### config.mk
export PLATFORM = sky130hd
export DESIGN_NAME = cvam_top
export DESIGN_NICKNAME = d
export VERILOG_FILES = /design/src/include/cvam_pkg.sv /design/src/include/cvam_regs_if.sv /design/src/verilog/cvam_regfile.sv /design/src/verilog/cvam_addr_gen.sv /design/src/verilog/cvam_top.sv
export VERILOG_INCLUDE_DIRS = /design/src /design/src/include
export SDC_FILE = /design/constraint.sdc
export NUM_CORES = 1
export LEC_CHECK = 0
export BUFFER_PORTS_ARGS = -buffer_cell sky130_fd_sc_hd__buf_2
export CORE_MARGIN = 2
export CORE_UTILIZATION = 61
export DETAILED_ROUTE_END_ITERATION = 16
export GPL_TIMING_DRIVEN = 0
export PLACE_DENSITY = 0.86
export SETUP_SLACK_MARGIN = 0.3
export SLEW_MARGIN = 20
export SYNTH_ARGS = -nofsm -noshare
export SYNTH_HDL_FRONTEND = slang
export SYNTH_SLANG_ARGS = --single-unit
### constraint.sdc
create_clock -name i_sys_clk -period 5.48 [get_ports i_sys_clk]
set_input_delay 0.822 -clock i_sys_clk [delete_from_list [all_inputs] [get_ports i_sys_clk]]
set_output_delay 0.822 -clock i_sys_clk [all_outputs]
set_load 0.01 [all_outputs]
### src/include/cvam_cfg.svh
// cvam_cfg.svh: offsets, field positions, reset values and idle levels of the
// row offset / vertical blanking / address mode block.
// assumes inclusion by bare name from the design files only.
`ifndef CVAM_CFG_SVH
`define CVAM_CFG_SVH

// host I/O ports: index and data, monochrome and colour decode
`define CVAM_PORT_IDX_MONO 16'h03B4
`define CVAM_PORT_DAT_MONO 16'h03B5
`define CVAM_PORT_IDX_COLR 16'h03D4
`define CVAM_PORT_DAT_COLR 16'h03D5

// register indices
`define CVAM_IDX_ROW_OFFSET_LOW 8'h13
`define CVAM_IDX_UNDERLINE_MODE 8'h14
`define CVAM_IDX_VBLANK_START 8'h15
`define CVAM_IDX_VBLANK_END 8'h16
`define CVAM_IDX_CRT_MODE 8'h17

// underline_and_addr_mode fields
`define CVAM_UL_LOC_MSB 4
`define CVAM_UL_CNT4_BIT 5
`define CVAM_UL_DWORD_BIT 6

// crt_mode_control fields
`define CVAM_CM_CNT2_BIT 3
`define CVAM_CM_WRAP_BIT 5
`define CVAM_CM_BYTE_BIT 6
`define CVAM_CM_RUN_BIT 7

// reset values
`define CVAM_RST_ROW_OFFSET 8'h00
`define CVAM_RST_UNDERLINE 8'h00
`define CVAM_RST_VBLANK_START 8'h00
`define CVAM_RST_VBLANK_END 8'h00
`define CVAM_RST_CRT_MODE 8'h00
`define CVAM_RST_INDEX 8'h00

// level of an inactive sync output
`define CVAM_SYNC_IDLE 1'b0

`endif

### src/include/cvam_pkg.sv
// cvam_pkg: types and shared decode of the address mode block.
// assumes nothing beyond a SystemVerilog compiler.
`default_nettype none

package cvam_pkg;

    typedef enum logic [2:0] {
        CVAM_BYTE = 3'b001,
        CVAM_WORD = 3'b010,
        CVAM_DWORD = 3'b100
    } cvam_addr_mode_type;

    // doubleword bit overrides the word/byte bit
    function automatic cvam_addr_mode_type cvam_mode_decode(input logic dword,
                                                            input logic byte_sel);
        if (dword) begin
            return CVAM_DWORD;
        end else if (byte_sel) begin
            return CVAM_BYTE;
        end
        return CVAM_WORD;
    endfunction

endpackage

`default_nettype wire

### src/include/cvam_regs_if.sv
// cvam_regs_if: register fields handed from the register file to the logic.
// assumes one clock domain; fields change only on a host write.
`default_nettype none

interface cvam_regs_if;
    logic [7:0] row_offset_low;
    logic [4:0] ul_loc;
    logic cnt4;
    logic dword;
    logic [7:0] vblank_start_low;
    logic [7:0] vblank_end;
    logic cnt2;
    logic wrap_off;
    logic byte_sel;
    logic crtc_run;

    modport regs (
        output row_offset_low, ul_loc, cnt4, dword, vblank_start_low,
        output vblank_end, cnt2, wrap_off, byte_sel, crtc_run
    );
    modport use_side (
        input row_offset_low, ul_loc, cnt4, dword, vblank_start_low,
        input vblank_end, cnt2, wrap_off, byte_sel, crtc_run
    );
endinterface

`default_nettype wire

### src/verilog/cvam_regfile.sv
// cvam_regfile: index/data register file reached over host I/O ports.
// assumes host strobes are one-cycle pulses on i_sys_clk.
`include "cvam_cfg.svh"
`default_nettype none

module cvam_regfile
    import cvam_pkg::*;
(
    // clock and reset
    input wire logic i_sys_clk,
    input wire logic i_rst_n,
    // host I/O
    input wire logic i_color_sel,
    input wire logic [15:0] i_io_addr,
    input wire logic i_io_wr,
    input wire logic i_io_rd,
    input wire logic [7:0] i_io_wdata,
    output logic [7:0] o_io_rdata,
    // fields
    cvam_regs_if.regs regs
);
    logic [7:0] index_q;
    logic [7:0] r13_q, r14_q, r15_q, r16_q, r17_q;
    logic [7:0] rdata_q;
    logic [7:0] rd_mux;

    // only the port pair of the current colour setting answers
    wire idx_hit = i_io_addr == (i_color_sel ? `CVAM_PORT_IDX_COLR : `CVAM_PORT_IDX_MONO);
    wire dat_hit = i_io_addr == (i_color_sel ? `CVAM_PORT_DAT_COLR : `CVAM_PORT_DAT_MONO);
    wire dat_wr = i_io_wr && dat_hit;

    always_comb begin
        unique case (index_q)
            `CVAM_IDX_ROW_OFFSET_LOW: rd_mux = r13_q;
            `CVAM_IDX_UNDERLINE_MODE: rd_mux = r14_q;
            `CVAM_IDX_VBLANK_START: rd_mux = r15_q;
            `CVAM_IDX_VBLANK_END: rd_mux = r16_q;
            `CVAM_IDX_CRT_MODE: rd_mux = r17_q;
            default: rd_mux = 8'h00;
        endcase
    end

    always_ff @(posedge i_sys_clk or negedge i_rst_n) begin
        if (!i_rst_n) begin
            index_q <= `CVAM_RST_INDEX;
            r13_q <= `CVAM_RST_ROW_OFFSET;
            r14_q <= `CVAM_RST_UNDERLINE;
            r15_q <= `CVAM_RST_VBLANK_START;
            r16_q <= `CVAM_RST_VBLANK_END;
            r17_q <= `CVAM_RST_CRT_MODE;
            rdata_q <= 8'h00;
        end else begin
            if (i_io_wr && idx_hit) index_q <= i_io_wdata;
            if (dat_wr && index_q == `CVAM_IDX_ROW_OFFSET_LOW) r13_q <= i_io_wdata;
            if (dat_wr && index_q == `CVAM_IDX_UNDERLINE_MODE) r14_q <= i_io_wdata;
            if (dat_wr && index_q == `CVAM_IDX_VBLANK_START) r15_q <= i_io_wdata;
            if (dat_wr && index_q == `CVAM_IDX_VBLANK_END) r16_q <= i_io_wdata;
            if (dat_wr && index_q == `CVAM_IDX_CRT_MODE) r17_q <= i_io_wdata;
            if (i_io_rd) rdata_q <= idx_hit ? index_q : (dat_hit ? rd_mux : 8'h00);
        end
    end

    assign o_io_rdata = rdata_q;
    assign regs.row_offset_low = r13_q;
    assign regs.ul_loc = r14_q[`CVAM_UL_LOC_MSB:0];
    assign regs.cnt4 = r14_q[`CVAM_UL_CNT4_BIT];
    assign regs.dword = r14_q[`CVAM_UL_DWORD_BIT];
    assign regs.vblank_start_low = r15_q;
    assign regs.vblank_end = r16_q;
    assign regs.cnt2 = r17_q[`CVAM_CM_CNT2_BIT];
    assign regs.wrap_off = r17_q[`CVAM_CM_WRAP_BIT];
    assign regs.byte_sel = r17_q[`CVAM_CM_BYTE_BIT];
    assign regs.crtc_run = r17_q[`CVAM_CM_RUN_BIT];
endmodule

`default_nettype wire

### src/verilog/cvam_addr_gen.sv
// cvam_addr_gen: memory address counter, its advance interval and the
// byte/word/doubleword reorganisation ahead of the frame buffer decoder.
// assumes i_char_en is a one-cycle character clock enable on i_sys_clk.
`include "cvam_cfg.svh"
`default_nettype none

module cvam_addr_gen
    import cvam_pkg::*;
#(
    parameter int AW = 16
) (
    input wire logic i_sys_clk,
    input wire logic i_rst_n,
    input wire logic i_char_en,
    input wire logic i_frame_load,
    input wire logic i_row_end,
    input wire logic [AW-1:0] i_start_addr,
    input wire logic [11:0] i_row_offset,
    input wire logic i_dword_units,
    input wire logic i_cnt4,
    input wire logic i_cnt2,
    input wire logic i_wrap_off,
    input wire cvam_addr_mode_type i_mode,
    output logic [AW-1:0] o_fb_addr
);
    logic [AW-1:0] ma_q, base_q, fb_q;
    logic [1:0] div_q;

    // interval: cnt2 gives 2 clocks, cnt4 alone gives 4, else every clock
    wire [1:0] div_top = i_cnt2 ? 2'h1 : (i_cnt4 ? 2'h3 : 2'h0);
    wire step = i_char_en && div_q == div_top;
    // row stride counted in words or doublewords
    wire [AW-1:0] stride = i_dword_units ? AW'({i_row_offset, 2'b00})
                                         : AW'({i_row_offset, 1'b0});
    wire word_wrap = i_mode == CVAM_WORD && !i_wrap_off;
    logic [AW-1:0] shaped;

    always_comb begin
        unique case (i_mode)
            CVAM_BYTE: shaped = ma_q;
            CVAM_WORD: shaped = {ma_q[14:0], i_wrap_off ? ma_q[15] : ma_q[13]};
            CVAM_DWORD: shaped = {ma_q[13:0], ma_q[13], ma_q[12]};
            default: shaped = ma_q;
        endcase
    end

    always_ff @(posedge i_sys_clk or negedge i_rst_n) begin
        if (!i_rst_n) begin
            ma_q <= '0;
            base_q <= '0;
            div_q <= 2'h0;
            fb_q <= '0;
        end else begin
            if (i_frame_load) begin
                ma_q <= i_start_addr;
                base_q <= i_start_addr;
                div_q <= 2'h0;
            end else if (i_row_end) begin
                ma_q <= base_q + stride;
                base_q <= base_q + stride;
                div_q <= 2'h0;
            end else if (i_char_en) begin
                div_q <= step ? 2'h0 : div_q + 2'h1;
                if (step) ma_q <= ma_q + AW'(1);
            end
            // 16KB wrap only in word mode with wrap bit clear
            fb_q <= word_wrap ? {2'b00, shaped[13:0]} : shaped;
        end
    end

    assign o_fb_addr = fb_q;
endmodule

`default_nettype wire

### src/verilog/cvam_top.sv
// cvam_top: row offset, underline, vertical blanking, sync gating and frame
// buffer address modes of the CRT controller.
// assumes timing inputs come from the CRT timing logic on i_sys_clk and the
// host I/O strobes are synchronous one-cycle pulses.
`include "cvam_cfg.svh"
`default_nettype none

// Summary of operation
// - standard mode: offset is the 8-bit register
// - extended mode: 12-bit offset, high nibble extended
// - offset counts words or doublewords per row
// - dword bit wins, else word/byte bit
// - address unshifted, shifted one, shifted two
// - counter advances every 1, 2 or 4
// - underline on selected character box line
// - standard blank start: 10 bits, two overflow bits
// - extended blank start: 12 bits, extended nibble
// - blank end is low eight bits compare
// - software programs start as scan line number
// - controller reset bit low idles both syncs
// - word mode wraps at 16KB unless disabled
// - host uses index then data I/O port
module cvam_top
    import cvam_pkg::*;
#(
    parameter int AW = 16
) (
    // clock and reset
    input wire logic i_sys_clk,
    input wire logic i_rst_n,
    // host I/O
    input wire logic i_color_sel,
    input wire logic [15:0] i_io_addr,
    input wire logic i_io_wr,
    input wire logic i_io_rd,
    input wire logic [7:0] i_io_wdata,
    output logic [7:0] o_io_rdata,
    // fields held in neighbouring registers
    input wire logic i_std_ext_sel,
    input wire logic [3:0] i_ext_offset_hi,
    input wire logic [3:0] i_ext_vblank_start_hi,
    input wire logic i_max_scan_b5,
    input wire logic i_overflow_b3,
    input wire logic i_dword_units,
    // timing
    input wire logic i_char_en,
    input wire logic i_frame_load,
    input wire logic i_row_end,
    input wire logic [AW-1:0] i_start_addr,
    input wire logic i_line_pulse,
    input wire logic [11:0] i_scan_line,
    input wire logic [4:0] i_row_scan,
    input wire logic i_text_mode,
    input wire logic i_hsync,
    input wire logic i_vsync,
    // display side
    output logic o_hsync,
    output logic o_vsync,
    output logic o_vblank,
    output logic o_underline,
    output logic [AW-1:0] o_fb_addr,
    output logic [11:0] o_row_offset
);
    cvam_regs_if regs_if ();

    logic [7:0] io_rdata;
    logic [AW-1:0] fb_addr;

    cvam_regfile u_regfile (
        .i_sys_clk(i_sys_clk),
        .i_rst_n(i_rst_n),
        .i_color_sel(i_color_sel),
        .i_io_addr(i_io_addr),
        .i_io_wr(i_io_wr),
        .i_io_rd(i_io_rd),
        .i_io_wdata(i_io_wdata),
        .o_io_rdata(io_rdata),
        .regs(regs_if.regs)
    );

    // row offset width follows the standard/extended select
    wire [11:0] row_offset = i_std_ext_sel
        ? {i_ext_offset_hi, regs_if.row_offset_low}
        : {4'h0, regs_if.row_offset_low};

    wire cvam_addr_mode_type addr_mode = cvam_mode_decode(regs_if.dword,
                                                          regs_if.byte_sel);

    cvam_addr_gen #(
        .AW(AW)
    ) u_addr_gen (
        .i_sys_clk(i_sys_clk),
        .i_rst_n(i_rst_n),
        .i_char_en(i_char_en),
        .i_frame_load(i_frame_load),
        .i_row_end(i_row_end),
        .i_start_addr(i_start_addr),
        .i_row_offset(row_offset),
        .i_dword_units(i_dword_units),
        .i_cnt4(regs_if.cnt4),
        .i_cnt2(regs_if.cnt2),
        .i_wrap_off(regs_if.wrap_off),
        .i_mode(addr_mode),
        .o_fb_addr(fb_addr)
    );

    // blanking start: 10 bits in standard mode, 12 in extended mode
    wire [11:0] vb_start_std = {2'b00, i_max_scan_b5, i_overflow_b3,
                                regs_if.vblank_start_low};
    wire [11:0] vb_start_ext = {i_ext_vblank_start_hi,
                                regs_if.vblank_start_low};
    wire [11:0] vb_start = i_std_ext_sel ? vb_start_ext : vb_start_std;

    // start compares against the scan line number, display begins at line 0
    wire vb_begin = i_line_pulse && i_scan_line == vb_start;
    // end compares only the low eight bits of the scan line number
    wire vb_finish = i_line_pulse && i_scan_line[7:0] == regs_if.vblank_end;

    logic vblank_q;
    logic vblank_d;
    logic hsync_q;
    logic vsync_q;
    logic underline_q;
    logic [11:0] row_offset_q;

    always_comb begin
        vblank_d = vblank_q;
        if (vb_begin) begin
            vblank_d = 1'b1;
        end else if (vblank_q && vb_finish) begin
            vblank_d = 1'b0;
        end
    end

    // underline shows on the selected line of the box, text mode only
    wire underline_d = i_text_mode && i_row_scan == regs_if.ul_loc;

    // controller reset bit forces both syncs idle, nothing else is touched
    wire hsync_d = regs_if.crtc_run ? i_hsync : `CVAM_SYNC_IDLE;
    wire vsync_d = regs_if.crtc_run ? i_vsync : `CVAM_SYNC_IDLE;

    always_ff @(posedge i_sys_clk or negedge i_rst_n) begin
        if (!i_rst_n) begin
            vblank_q <= 1'b0;
            hsync_q <= `CVAM_SYNC_IDLE;
            vsync_q <= `CVAM_SYNC_IDLE;
            underline_q <= 1'b0;
            row_offset_q <= 12'h000;
        end else begin
            vblank_q <= vblank_d;
            hsync_q <= hsync_d;
            vsync_q <= vsync_d;
            underline_q <= underline_d;
            row_offset_q <= row_offset;
        end
    end

    assign o_vblank = vblank_q;
    assign o_hsync = hsync_q;
    assign o_vsync = vsync_q;
    assign o_underline = underline_q;
    assign o_row_offset = row_offset_q;
    assign o_fb_addr = fb_addr;
    assign o_io_rdata = io_rdata;
endmodule

`default_nettype wire

Word level (Yosys, flattened, before mapping)
Cells that the tools add are included.

storage, ports and cells
  register bits = 122
  input bits = 81

cells by class
  $add $sub $neg = 3
  equal/unequal tests = 13
  multiplexer cells = 32
  reduce and logical (&&, ||, !) cells = 19

operators by type and width
  cell                                                 number
  two-way mux 16 bit                                   7
  equality test 8 x 5 -> 1 bit, second input constant  5
  case mux 8 bit (5 select lines)                      1
  equality test 16 bit                                 2
  case mux 16 bit (2 select lines)                     1
  two-way mux 12 bit                                   2
  adder 16 x 1 -> 16 bit, second input constant        1
  adder 16 bit                                         1
  two-way mux 8 bit                                    2
  two-way mux 14 bit                                   1
  two-way mux 7 bit                                    2
  logical AND 1 bit                                    13
  equality test 12 bit                                 1
  two-way mux 2 bit                                    6
  two-way mux 3 bit                                    3
  equality test 8 bit                                  1
  two-way mux 1 bit                                    7
  nonzero test 3 bit                                   2
  equality test 5 bit                                  1
  nonzero test 2 bit                                   2
  equality test 3 x 2 -> 1 bit, second input constant  1
  equality test 3 bit, second input constant           1
  adder 2 x 1 -> 2 bit, second input constant          1
  equality test 2 bit                                  1
  2 further kinds                                      2

Depth between registers and ports, before layout
Gate-level depths: netlist (run 1).

  depth in word-level cells = 8
  gate-level depth with buffers = 11
  mapped depth without buffers = 10

Cells and area by module
Synthesis (run 1) repeated with hierarchy kept, for this count alone.

second synthesis, totals
  cell total of the unflattened synthesis = 636
  area total of the unflattened synthesis = 6862.8 sq um

by module, submodules not included
  module         instances  cells an instance  area each (sq um)
  cvam_addr_gen  1          367                3266.9
  cvam_regfile   1          200                2788.9
  cvam_top       1          69                 807.0

Least setup slack after synthesis (run 1)
No wires, ideal clock.

  kind = input to register
  start point = input i_dword_units
  end point = register u_addr_gen.base_q[13]
  library setup time = 0.126 ns
  arrival = 3.045 ns
  data required time = 5.354 ns
  setup slack = 2.309 ns
  cell stages on the path = 9
  buffers on the path = 1
  cell sequence = buf_1 -> mux2_2 -> ha_1 -> a21o_1 -> a31o_2 -> or3_1 -> o21bai_1 -> mux2i_1 -> a221o_1

between the ends
  longest elaborated chain between the ends = 4

ends and longest elaborated chain
  item                    RTL line             text
  start: declaration      cvam_top.sv:44       input wire logic i_dword_units,
  two-way mux 14 bit      cvam_addr_gen.sv:33  wire [AW-1:0] stride = i_dword_units ? AW'({i_row_offset, 2'b00})
  adder 16 bit            cvam_addr_gen.sv:60  base_q <= base_q + stride;
  two-way mux 16 bit      cvam_addr_gen.sv:58  end else if (i_row_end) begin
  two-way mux 16 bit      cvam_addr_gen.sv:54  if (i_frame_load) begin
  end signal: assignment  cvam_addr_gen.sv:56  base_q <= i_start_addr;
  end signal: assignment  cvam_addr_gen.sv:60
  end: declaration        cvam_addr_gen.sv:26  logic [AW-1:0] ma_q, base_q, fb_q;

No other way between the ends. The select of a mux whose other input is x is not followed.
A chain may end at the register's enable or synchronous reset.

Worst setup path after layout (run 1)
  start point = input i_dword_units
  end point = register u_addr_gen.ma_q[12]

between the ends
  longest elaborated chain between the ends = 4

ends and longest elaborated chain
  item                    RTL line             text
  two-way mux 14 bit      cvam_addr_gen.sv:33
  adder 16 bit            cvam_addr_gen.sv:59  ma_q <= base_q + stride;
  two-way mux 16 bit      cvam_addr_gen.sv:58
  two-way mux 16 bit      cvam_addr_gen.sv:54
  end signal: assignment  cvam_addr_gen.sv:55  ma_q <= i_start_addr;
  end signal: assignment  cvam_addr_gen.sv:59
  end signal: assignment  cvam_addr_gen.sv:64  if (step) ma_q <= ma_q + AW'(1);
  end: declaration        cvam_addr_gen.sv:26

No other way between the ends.

==> results of run 1 <==
stage by stage:
stage / std cells / utilization / hold WS [ps] / power [uW]
3_3_place_gp: 890 / 0.693 / 431 / 1270
3_5_place_dp: 891 / 0.696 / 433 / 1290
4_1_cts: 918 / 0.744 / 231 / 2260
6_report: 918 / 0.745 / 211 / 2270
5_1_grt: 918 / 0.745 / 255 / 2350
2_1_floorplan: 633 / - / 398 / 1160
where the power goes:
part	leakage (uW)	switching [uW]	internal, uW	total, uW
registers	0.00162	41.0	947	988
clock network	0.000260	374	612	986
logic	0.00208	172	122	295
sequential cells by signal (all words and copies together), names as in the netlist, 12 cells and up:
| signal | cells |
|---|---|
| u_addr_gen.ma_q | 16 |
| o_row_offset | 12 |
| u_addr_gen.o_fb_addr | 16 |
| u_addr_gen.base_q | 16 |
Yosys cell counts, drive strengths merged (3+ instances only):
master	instances
dfrtp	122
mux2	70
nand2	44
a21oi	37
o21ai	31
nor2	27
clkbuf	25
xor2	23
mux2i	20
ha	16
xnor2	15
inv	14
a22o	13
and2	13
nand3	13
nor2b	12
o22ai	11
a21o	10
a22oi	10
buf	9
nand2b	8
and3	7
nand4	6
nor4	6
a221o	5
a222oi	4
a31oi	4
nand3b	4
o31ai	4
a32oi	3
and4	3
and4b	3
nor3	3
o21bai	3
or2	3
kinds of logic after synthesis:
logic type / after synthesis / share of synthesized area
AO/OA/AOI/OAI: 158 / 0.159
XOR/XNOR: 38 / 0.0495
adder cells (fa/ha/maj): 17 / 0.0328
buffers and inverters: 48 / 0.0288
flip-flops: 122 / 0.454
multiplexers: 90 / 0.147
AND/OR/NAND/NOR: 160 / 0.128
area by class of cell:
| class | instances | share of cell area |
|---|---|---|
| Buffer | 34 | 0.0176 |
| Clock buffer | 24 | 0.0623 |
| Clock inverter | 3 | 0.00187 |
| Inverter | 14 | 0.00654 |
| Multi-Input combinational cell | 463 | 0.433 |
| Sequential cell | 122 | 0.380 |
| Tap cell | 140 | 0.0218 |
| Timing Repair Buffer | 118 | 0.0771 |
layer usage:
metal  up-vias  global-route usage  part of all wire
met1      2859               0.422              0.39
met5         -                   0                 0
met4         0               0.151             0.035
li1       2597                   -                 -
met3        74              0.0777             0.095
met2       363               0.530              0.48
how the worst min path moves through the flow:
stage / startpoint / to / slack (ps) / cells after the start
global route: i_rst_n / u_addr_gen.o_fb_addr[4] / 260 / 1
global placement: u_regfile.regs.row_offset_low[6] / o_row_offset[6] / 430 / 0
floorplan: u_regfile.regs.row_offset_low[2] / o_row_offset[2] / 400 / 0
detailed placement: u_regfile.regs.row_offset_low[6] / o_row_offset[6] / 430 / 0
CTS: i_rst_n / u_addr_gen.o_fb_addr[5] / 230 / 1
finish: i_rst_n / u_addr_gen.o_fb_addr[0] / 210 / 1
==> summary by stage, run 1 <==
Status
The run finished with clean final reports.

Timing
The number of hold violations in the final report was 0. The clock period minus worst slack is 3190 ps. The final clock skew is 6.57 ps. In this run the tightest slew margin relative to its limit is 0.462. Setup repair after global routing left no endpoint under its margin.

Setup violations remaining at the end of the flow were counted as 0. For this run, the top clock speed supported by timing is 314 MHz. The post-route clock period utilization is 0.582. The count of pins over their slew limit is 0.

The slew at the pin closest to its max-slew limit is 804 ps. The accumulated negative setup slack is 0 ps. The setup slack of the critical path after layout is 2290 ps.

Finish
The area occupied by registers is 0.00305 sq mm. The number of filler cells placed in the layout is 681. The finished cells cover 0.00804 sq mm. In the layout the commonest cells are sky130_fd_sc_hd__dfrtp_1 (122), sky130_fd_sc_hd__buf_2 (118), sky130_fd_sc_hd__mux2_2 (70). In the final layout, the multi-input gates occupy 0.00348 sq mm. The final-stage net count is 868.

The layout cell share with drive strength beyond 1 is 0.294. The number of inserted diodes is 0. The area growth from synthesis to layout is 19.6%. The commonest non-fill, non-tap cell in the layout is sky130_fd_sc_hd__dfrtp_1.

Routing
After detailed routing, the number of vias per cell comes to 6.42. The DRC violation count after routing is 0. The routed layout has 5,893 vias. The initial DRC count is 539.

Once detail routing completed, the nets flagged for antenna violations numbered 0. The final routed wire length divided by cell count is 20.4 microns. For this run, the detailed router's first-pass iteration total came to 7.

The wire length reported by the detailed router is 18,700 microns.

Die
The floorplan step set the die height to 109 microns. The overall die width is 109 microns. The number of primary I/O pins is 121.

The initial utilization of the core area, before any placement, comes to 0.623. The die covers 0.0119 sq mm. The floorplan has 38 rows.

After floorplanning, the core was sized to cover 0.0108 sq mm.

Logic synthesis
The area share of the leading cell type in the synthesized netlist is 0.454. The sequential share of the synthesized area is 0.454. sky130_fd_sc_hd__dfrtp_1 takes more of the synthesized area than any other cell. The Yosys warning count is 0. Dividing the synthesized area by the synthesized cell count gives 10.6 sq um. The share of synthesized flip-flops with an asynchronous set or reset is 1.00. The count of mapped cells out of synthesis is 633. Synthesis produced a netlist with a net count of 731. The number of storage elements in the synthesis netlist is 122. Synthesis instantiated 63 different standard cells from the library. Yosys attributes the largest share of cell area to sky130_fd_sc_hd__dfrtp_1 (45%), sky130_fd_sc_hd__mux2_2 (12%), sky130_fd_sc_hd__xor2_1 (3.0%), sky130_fd_sc_hd__ha_1 (3.0%), sky130_fd_sc_hd__mux2i_1 (3.0%). The most instantiated flip-flop cell in the synthesis netlist is sky130_fd_sc_hd__dfrtp_1. The netlist area before placement is 0.00672 sq mm. The number of enable-type register cells in the synthesized netlist is 0.

Critical path
Walking the worst path, the cells encountered are buf_2 > buf_1 > mux2_2 > ha_1 > a21o_1 > a31o_2 > o21a_1 > o31ai_1 > mux2i_1 > o21ai_0. STA classifies the critical path endpoint as a flip-flop. The worst setup path is of the primary input to flip-flop kind. Along the worst path, the maximum fanout reaches 10. The count of buffer and inverter cells on the critical path is 2.

The biggest cell delay along the critical path is 440 ps. The worst register-to-register path ends at u_addr_gen.base_q[15]. The critical path ends at u_addr_gen.ma_q[12].

The startpoint identified for the worst register-to-register timing path is u_regfile.regs.row_offset_low[0]. The worst reg-to-reg path cell count is 10. The critical path starts at i_dword_units. Among all stages on the critical path, the largest delay is contributed by sky130_fd_sc_hd__buf_1. The family of cells with the greatest summed delay on the critical path is compound AO/OA/AOI/OAI gates. Data on the critical path is required at its endpoint by 5880 ps.

The total number of cells along the worst setup path is 10. Setup slack on the worst reg-to-reg path comes out at 2570 ps. Data on the critical path arrives at its endpoint at 3590 ps. STA classifies the critical path startpoint as a primary input.

Place
The placer congestion estimate is 0.971. The number of buffer cells added on primary ports is 117. Detailed placement ended at an HPWL of 13,400 microns. The placement-stage worst setup slack is 1760 ps. The placed instances occupy a cell area of 0.00752 sq mm.

Global routing
The pin count of the biggest net entering global routing is 79. The via count of the first global-routing pass is 5,869. The overall fraction of global-route tracks in use is 0.329. The global route total overflow is 0. The wire length of the first global-routing pass is 29,400 microns. The number of antenna violations at the first check in global routing is 0.

Clock tree
After clock tree synthesis, the setup repair step added 0 buffers. Gates resized during post-CTS repair numbered 0. Clock tree synthesis inserted a total of 17 buffers. The maximum count of clock buffers along a single path is 2.

The hold buffer count at CTS is 0. The root buffer cell is sky130_fd_sc_hd__clkbuf_8. TritonCTS built the clock tree. The clock network latency to the later pin of the worst-skew pair is 540 ps.

The sink count of the clock tree is 122. The clock tree synthesis step divided the H-tree into 4 levels. The register clock-pin slew on the reported worst setup and hold paths is 50 ps.

Power and ir drop
Power spread over the standard cell area amounts to 282 mW/mm^2. IR analysis of the VDD net gives a maximum drop of 0.181 mV. In this run the static leakage power is 0.00396 uW.

Run
The max capacitance violation total is 0.

Min path
The worst hold path class is primary input to asynchronous set/reset pin.
Note: power is estimated with default switching activity, not from simulation.
==> run 2, diff against run 1 <==
--- a/config.mk
+++ b/config.mk
@@ -8,10 +8,10 @@
 export LEC_CHECK = 0
 export BUFFER_PORTS_ARGS = -buffer_cell sky130_fd_sc_hd__buf_2
 export CORE_MARGIN = 2
-export CORE_UTILIZATION = 61
+export CORE_UTILIZATION = 56
 export DETAILED_ROUTE_END_ITERATION = 16
 export GPL_TIMING_DRIVEN = 0
-export PLACE_DENSITY = 0.86
+export PLACE_DENSITY = 0.8
 export SETUP_SLACK_MARGIN = 0.3
 export SLEW_MARGIN = 20
 export SYNTH_ARGS = -nofsm -noshare
==> constraint.sdc (replaced) <==
create_clock -name i_sys_clk -period 3.34 [get_ports i_sys_clk]
set_input_delay 0.501 -clock i_sys_clk [delete_from_list [all_inputs] [get_ports i_sys_clk]]
set_output_delay 0.501 -clock i_sys_clk [all_outputs]
set_load 0.01 [all_outputs]
==> run 2 against run 1 <==
First-iteration DRC count decreased by 21%. Sequential power increased by 64%. Combinational power increased by 63%. Die area increased by 8.6%. Core utilization decreased by 6.2 points. Highest routed layer unchanged. Count of clock-buffer cells in the layout unchanged. Worst setup slack got worse by 1800 ps. Design area increased by 0.79%. The run now ends with hold timing left.
==> summary by stage, run 2 (synthesis gave the netlist of run 1 again) <==
Finish
The library cell used most frequently in the layout, excluding fill and tap cells, is sky130_fd_sc_hd__dfrtp_1. The final design instance area without fill is 0.00810 sq mm (+0.79%). The number of filler cells placed in the layout was 888 (+30%).

The final-stage net count is 868 (unchanged). The final standard cell count with taps included and fillers excluded is 930 (+1.3%). The top cell types in the final layout, fill and taps aside, are sky130_fd_sc_hd__dfrtp_1 (122), sky130_fd_sc_hd__buf_2 (118), sky130_fd_sc_hd__mux2_2 (70). The number of inserted diodes was 0 (unchanged). The synthesis-to-finish area growth is 20.5%. The layout cell share with drive strength beyond 1 is 0.295 (+0.000675).

Routing
The first-pass iteration count of the detailed router is 7 (unchanged). The final routed wire length divided by cell count is 19.6 microns (-3.6%). The initial DRC count is 427 (-21%). The antenna violation net count after detailed routing is 0 (unchanged).

The mean number of vias per cell came to 6.19 (-3.6%). The wire length reported by the detailed router is 18,200 microns (-2.4%). The DRC violation count after routing is 0 (unchanged). The vias after detailed routing came to 5,758 (-2.3%).

Power and ir drop
The leakage power of the design was 0.00399 uW (+0.62%). The total power is 3890 uW (+71%). The power density over the cells is 480 mW/mm^2 (+70%). The peak supply drop is 0.333 mV (+84%).

Critical path
The minimum setup slack among reg-to-reg paths is 520 ps (-2050 ps). The worst reg-to-reg path cell count is 10 (unchanged). The data arrival time of the worst path is 3150 ps (-440 ps). The critical path is of the primary input to flip-flop type. The highest net fanout along the worst path was 10 (unchanged). In this run the worst setup path begins at i_dword_units. The endpoint of the worst setup timing path is u_addr_gen.base_q[14].

The required time of the critical path is 3630 ps (-2250 ps). The worst reg2reg path startpoint is u_regfile.regs.row_offset_low[0]. The type of origin of the critical path is a primary input. The worst register-to-register path ends at u_addr_gen.base_q[15].

STA classifies the critical path endpoint as a flip-flop.

Place
The placed instance count came to 898 (+0.79%). The half-perimeter wire length after detailed placement is 13,300 microns (-0.34%). The placer congestion estimate is 0.896 (-7.7%). The total placed instance area was 0.00753 sq mm (+0.12%). The number of buffer cells added on primary ports is 117 (unchanged).

Die
The height of the die came to 114 microns (+4.2%). The number of primary I/O pins is 121 (unchanged). The effective utilization at floorplan came to 0.567 (-0.0561). The placeable core region is 0.0119 sq mm (+9.9%).

The floorplan row count is 40 (+5.3%). The floorplan die area is 0.0129 sq mm (+8.6%). The overall die width is 114 microns (+4.2%).

Run
The max capacitance violation total is 0 (unchanged).

Clock tree
The maximum count of clock buffers along a single path is 2 (unchanged). The sink count of the clock tree is 122 (unchanged). The clock network latency to the later pin of the worst-skew pair is 420 ps (-120 ps). The post-cts sizing count is 0 (unchanged).

The CTS buffer count is 17 (unchanged). The number of buffers added for setup after CTS is 0 (unchanged). TritonCTS built the clock tree. The register clock-pin slew on the reported worst setup and hold paths is 50 ps (about the same). In this run the clock root is driven by a sky130_fd_sc_hd__clkbuf_16.

The total number of H-tree levels is 4 (unchanged). The hold buffer count at CTS is 0 (unchanged).

Timing
Setup repair after global routing left no endpoint under its margin. The post-route clock period utilization is 0.856. The count of pins over their slew limit is 0 (unchanged). The clock period could shrink to 2860 ps. The accumulated negative setup slack came to 0 ps (unchanged).

The highest clock frequency the design can meet is 350 MHz. The final clock skew is 7.87 ps (+1.30 ps). The worst hold margin is -7.45 ps (-218 ps). The number of hold violations in the final report is 9 (+9).

The relative slew slack came to 0.206 (-0.256). The final number of setup-violating endpoints is 0 (unchanged). The slew at the pin closest to its max-slew limit is 1180 ps (+376 ps).

Min path
The tightest min-delay check is of the primary input to asynchronous set/reset pin type.

Status
The final reports fail on hold timing. The flow ran to the end, but the final reports show violations.

Global routing
The via count of the first global-routing pass came to 5,735 (-2.3%). The pin count of the biggest net entering global routing came to 84 (+6.3%). The number of antenna violations at the first check in global routing came to 0 (unchanged).

The wire length of the first global-routing pass came to 29,200 microns (-0.89%). The overall fraction of global-route tracks in use is 0.291 (-0.0381). The global route total overflow was 0 (unchanged).
-- run 2: cell types whose count changed in the layout (fill, tap and decap cells not counted) --
cell | previous run | this run
sky130_fd_sc_hd__clkbuf_8 | 7 | 3
sky130_fd_sc_hd__clkbuf_1 | 26 | 29
sky130_fd_sc_hd__bufinv_16 | 0 | 2
sky130_fd_sc_hd__clkinv_2 | 3 | 5
sky130_fd_sc_hd__buf_1 | 5 | 4
sky130_fd_sc_hd__clkbuf_16 | 16 | 17
sky130_fd_sc_hd__clkbuf_2 | 0 | 1
sky130_fd_sc_hd__clkinvlp_4 | 0 | 1
sky130_fd_sc_hd__o31ai_1 | 3 | 4
sky130_fd_sc_hd__o31ai_2 | 1 | 0
-- run 2: worst min-delay path by stage --
stage,to,cells past startpoint
finish,u_addr_gen.o_fb_addr[5],1
global route,u_addr_gen.o_fb_addr[2],1
CTS,u_addr_gen.o_fb_addr[4],1
detailed placement,u_addr_gen.o_fb_addr[2],1
global placement,o_row_offset[6],0
floorplan,o_hsync,0
-- run 2: per-layer routing --
layer / vias to the layer above / global-route usage / wire (microns)
li1: 2610 / - / -
met2: 287 / 0.473 / 8800
met3: 45 / 0.0680 / 1560
met1: 2816 / 0.384 / 7470
met5: - / 0 / 0
met4: 0 / 0.105 / 417
-- run 2: per-stage QoR --
step	setup slack [ps]	utilization
6_report	482	0.683
5_1_grt	355	0.683
4_1_cts	317	0.683
3_5_place_dp	-82.3	0.634
3_3_place_gp	-31.5	0.632
2_1_floorplan	490	-
-- run 2: final cells by class --
class	instances	area (sq um)	area share
Sequential cell	122	3050	0.377
Clock buffer	24	482	0.0595
Inverter	14	52.6	0.00649
Buffer	34	143	0.0176
Clock inverter	8	92.6	0.0114
Multi-Input combinational cell	463	3480	0.429
Tap cell	147	184	0.0227
Timing Repair Buffer	118	619	0.0764
-- run 2: worst max-delay path, stage by stage --
cell	delay, ps
sky130_fd_sc_hd__buf_2	140
sky130_fd_sc_hd__clkbuf_2	280
sky130_fd_sc_hd__mux2_2	370
sky130_fd_sc_hd__ha_1	360
sky130_fd_sc_hd__a21oi_1	230
sky130_fd_sc_hd__o21ai_0	200
sky130_fd_sc_hd__a221o_1	380
sky130_fd_sc_hd__a21oi_1	220
sky130_fd_sc_hd__xnor2_1	130
sky130_fd_sc_hd__a221o_1	330
-- run 2: power by group --
part | internal [uW] | leakage [uW] | switching, uW
logic | 200 | 0.00208 | 279
registers | 1550 | 0.00162 | 68.0
clock network | 1150 | 0.000284 | 637
==> run 3, diff against run 2 <==
--- a/config.mk
+++ b/config.mk
@@ -12,6 +12,7 @@
 export DETAILED_ROUTE_END_ITERATION = 16
 export GPL_TIMING_DRIVEN = 0
 export PLACE_DENSITY = 0.8
+export RECOVER_POWER = 50
 export SETUP_SLACK_MARGIN = 0.3
 export SLEW_MARGIN = 20
 export SYNTH_ARGS = -nofsm -noshare
==> run 3 against run 2 <==
Sequential power about the same. Highest routed layer unchanged. The run ends with capacitance limit, slew limit left. Final cell count is the same. Wire length about the same. Clock power about the same. Power decreased by 0.10%. Global-route usage stayed put. Clock skew about the same. Critical endpoint unchanged. Worst setup slack lost 3.7 ps. Core utilization shrank 0.074 points. Critical path type unchanged.
==> summary by stage, run 3 (synthesis gave the netlist of run 1 again) <==
Status
The flow ran to the end, but the final reports show violations. The checks that failed: capacitance limit, slew limit.

Power and ir drop
The peak supply drop is 0.332 mV (-0.36%). The net switching power is 981 uW (-0.34%). The share of total power in the clock network was 0.459 (about the same).

The leakage power of the design is 0.00398 uW (-0.31%). The power density over the cells is 480 mW/mm^2 (about the same). The proportion of power drawn by flip-flops and latches is 0.418 (about the same). The internal power component is 2900 uW (about the same). The combinational power share came to 0.123 (about the same). The fraction of power spent switching nets is 0.253 (-0.000596).

Clock tree
The clock network latency to the later pin of the worst-skew pair is 420 ps (about the same). The register clock-pin slew on the reported worst setup and hold paths was 50 ps (about the same). The total number of H-tree levels is 4 (unchanged). The hold buffer count at CTS is 0 (unchanged). The CTS buffer count is 17 (unchanged). The post-cts sizing count is 0 (unchanged).

TritonCTS built the clock tree. The maximum count of clock buffers along a single path is 2 (unchanged). The sink count of the clock tree came to 122 (unchanged). The number of buffers added for setup after CTS was 0 (unchanged). CTS placed an instance of sky130_fd_sc_hd__clkbuf_16 at the clock tree root.

Timing
The post-route clock period utilization is 0.857 (+0.00112). The highest clock frequency the design can meet was 349 MHz (-0.13%). Setup repair after global routing left no endpoint under its margin. The count of pins over their slew limit is 40 (+40). The relative slew slack came to -0.570 (-0.776). The final number of setup-violating endpoints is 0 (unchanged). The number of hold violations in the final report was 0 (-9). The slew at the pin closest to its max-slew limit is 2360 ps (+1170 ps). The final clock skew was 7.93 ps (+0.0642 ps). The clock period minus worst slack is 2860 ps (+3.73 ps).

The setup slack of the critical path after layout came to 479 ps (-3.73 ps).

Global routing
The met1 demand-to-capacity share in global routing is 0.384 (unchanged). The global route total overflow is 0 (unchanged). The number of antenna violations at the first check in global routing came to 0 (unchanged). The met3 track demand over resource in global routing is 0.0680 (unchanged). The wire length of the first global-routing pass is 29,200 microns (unchanged).

The via count of the first global-routing pass is 5,735 (unchanged). The pin count of the biggest net entering global routing is 84 (unchanged). The layer flagged by global routing as most heavily used is met2.

The met2 track demand over resource in global routing came to 0.473 (unchanged). The overall fraction of global-route tracks in use came to 0.291 (unchanged).

Routing
The mean number of vias per cell came to 6.19 (about the same). The initial DRC count is 422 (-1.2%). The antenna violation net count after detailed routing was 0 (unchanged).

The vias after detailed routing came to 5,755 (-0.052%). The final routed wire length divided by cell count is 19.6 microns (about the same). The first-pass iteration count of the detailed router is 7 (unchanged). The wire length reported by the detailed router is 18,200 microns (about the same).

The DRC violation count after routing is 0 (unchanged).

Critical path
The start-to-end type of the worst setup path is primary input to flip-flop. In this run the critical register-to-register path is launched from u_regfile.regs.row_offset_low[0]. The data arrival time of the worst path is 3160 ps (about the same). The reg-to-reg endpoint is u_addr_gen.base_q[15]. The minimum setup slack among reg-to-reg paths is 540 ps (+20 ps). The worst setup path is launched from a primary input.

STA classifies the critical path endpoint as a flip-flop. The start point of the critical path is i_dword_units. The highest net fanout along the worst path is 10 (unchanged). The worst reg-to-reg path cell count came to 10 (unchanged). The critical path ends at u_addr_gen.base_q[14]. The required time of the critical path is 3630 ps (about the same).

Finish
The final-stage net count is 868 (unchanged). The area growth from synthesis to layout is 20.4%. The commonest non-fill, non-tap cell in the layout is sky130_fd_sc_hd__dfrtp_1. The library cells used most frequently in the layout, excluding fill and tap cells, are sky130_fd_sc_hd__dfrtp_1 (122), sky130_fd_sc_hd__buf_2 (117), sky130_fd_sc_hd__mux2_2 (70). The layout cell share with drive strength beyond 1 is 0.292 (-0.00255). The fraction of the core area covered by cells at the end of the flow is 0.682 (-0.000739). The number of inserted diodes is 0 (unchanged).

Run
The max capacitance violation total is 1 (+1).

Place
The placer congestion estimate is 0.896 (unchanged). The number of buffer cells added on primary ports was 117 (unchanged). The half-perimeter wire length after detailed placement is 13,300 microns (unchanged).

The placement-stage worst setup slack is -82.3 ps (unchanged).

Die
The effective utilization at floorplan is 0.567 (unchanged). The placeable core region came to 0.0119 sq mm (unchanged). The height of the die is 114 microns (unchanged). The number of primary I/O pins is 121 (unchanged).

The floorplan die area is 0.0129 sq mm (unchanged). The floorplan row count is 40 (unchanged). The overall die width is 114 microns (unchanged).

Min path
The worst hold path class is primary input to flip-flop.
[run 3: cell count changes in the layout (fill, tap and decap cells not counted), sizes merged]
cell / before / now
clkbuf: 50 / 53
buf: 126 / 123
[run 3: power by group through the flow]
stage | sequential [uW] | combinational [uW] | clock [uW]
after floorplan | 1630 | 265 | 0
after global placement | 1640 | 451 | 0
after detailed placement | 1640 | 472 | 0
after CTS | 1620 | 476 | 1800
after global routing | 1630 | 527 | 1870
final | 1620 | 479 | 1780
[run 3: area by class of cell]
type	count	area, sq um
inverters	14	52.6
plain buffers	34	143
fillers	888	3770
clock inverters	8	92.6
multi-input cells	463	3480
clock buffers	24	482
well taps	147	184
repair buffers	118	611
flip-flops and latches	122	3050
[run 3: worst max-delay path, stage by stage]
cell                       delay, ps
sky130_fd_sc_hd__buf_2           140
sky130_fd_sc_hd__clkbuf_2        280
sky130_fd_sc_hd__mux2_2          370
sky130_fd_sc_hd__ha_1            360
sky130_fd_sc_hd__a21oi_1         240
sky130_fd_sc_hd__o21ai_0         200
sky130_fd_sc_hd__a221o_1         380
sky130_fd_sc_hd__a21oi_1         220
sky130_fd_sc_hd__xnor2_1         130
sky130_fd_sc_hd__a221o_1         330
[run 3: worst min path at each step]
stage                                      from  cells past startpoint  slack [ps]                 endpoint
6_report                                i_hsync                      2         300                  o_hsync
5_1_grt                                 i_hsync                      2         300                  o_hsync
4_1_cts                                 i_rst_n                      1           6  u_addr_gen.o_fb_addr[4]
3_5_place_dp                            i_rst_n                      1         440  u_addr_gen.o_fb_addr[2]
3_3_place_gp   u_regfile.regs.row_offset_low[6]                      0         440          o_row_offset[6]
2_1_floorplan                           i_rst_n                      0         210                  o_hsync
[run 3: routing by layer]
layer / up-vias / wire, microns
met5: - / 0
met4: 0 / 446
met3: 50 / 1460
met2: 289 / 8800
met1: 2805 / 7530
li1: 2611 / -
[run 3: per-stage QoR]
stage | power, uW | cell area, sq um | hold WS, ps | cells | setup TNS (ps)
global route | 4020 | 8090 | 297 | 930 | 0
finish | 3880 | 8090 | 296 | 930 | 0
global placement | 2090 | 7490 | 444 | 897 | -31.5
floorplan | 1900 | 6720 | 205 | 633 | 0
CTS | 3890 | 8100 | 5.84 | 930 | 0
detailed placement | 2110 | 7530 | 440 | 898 | -201
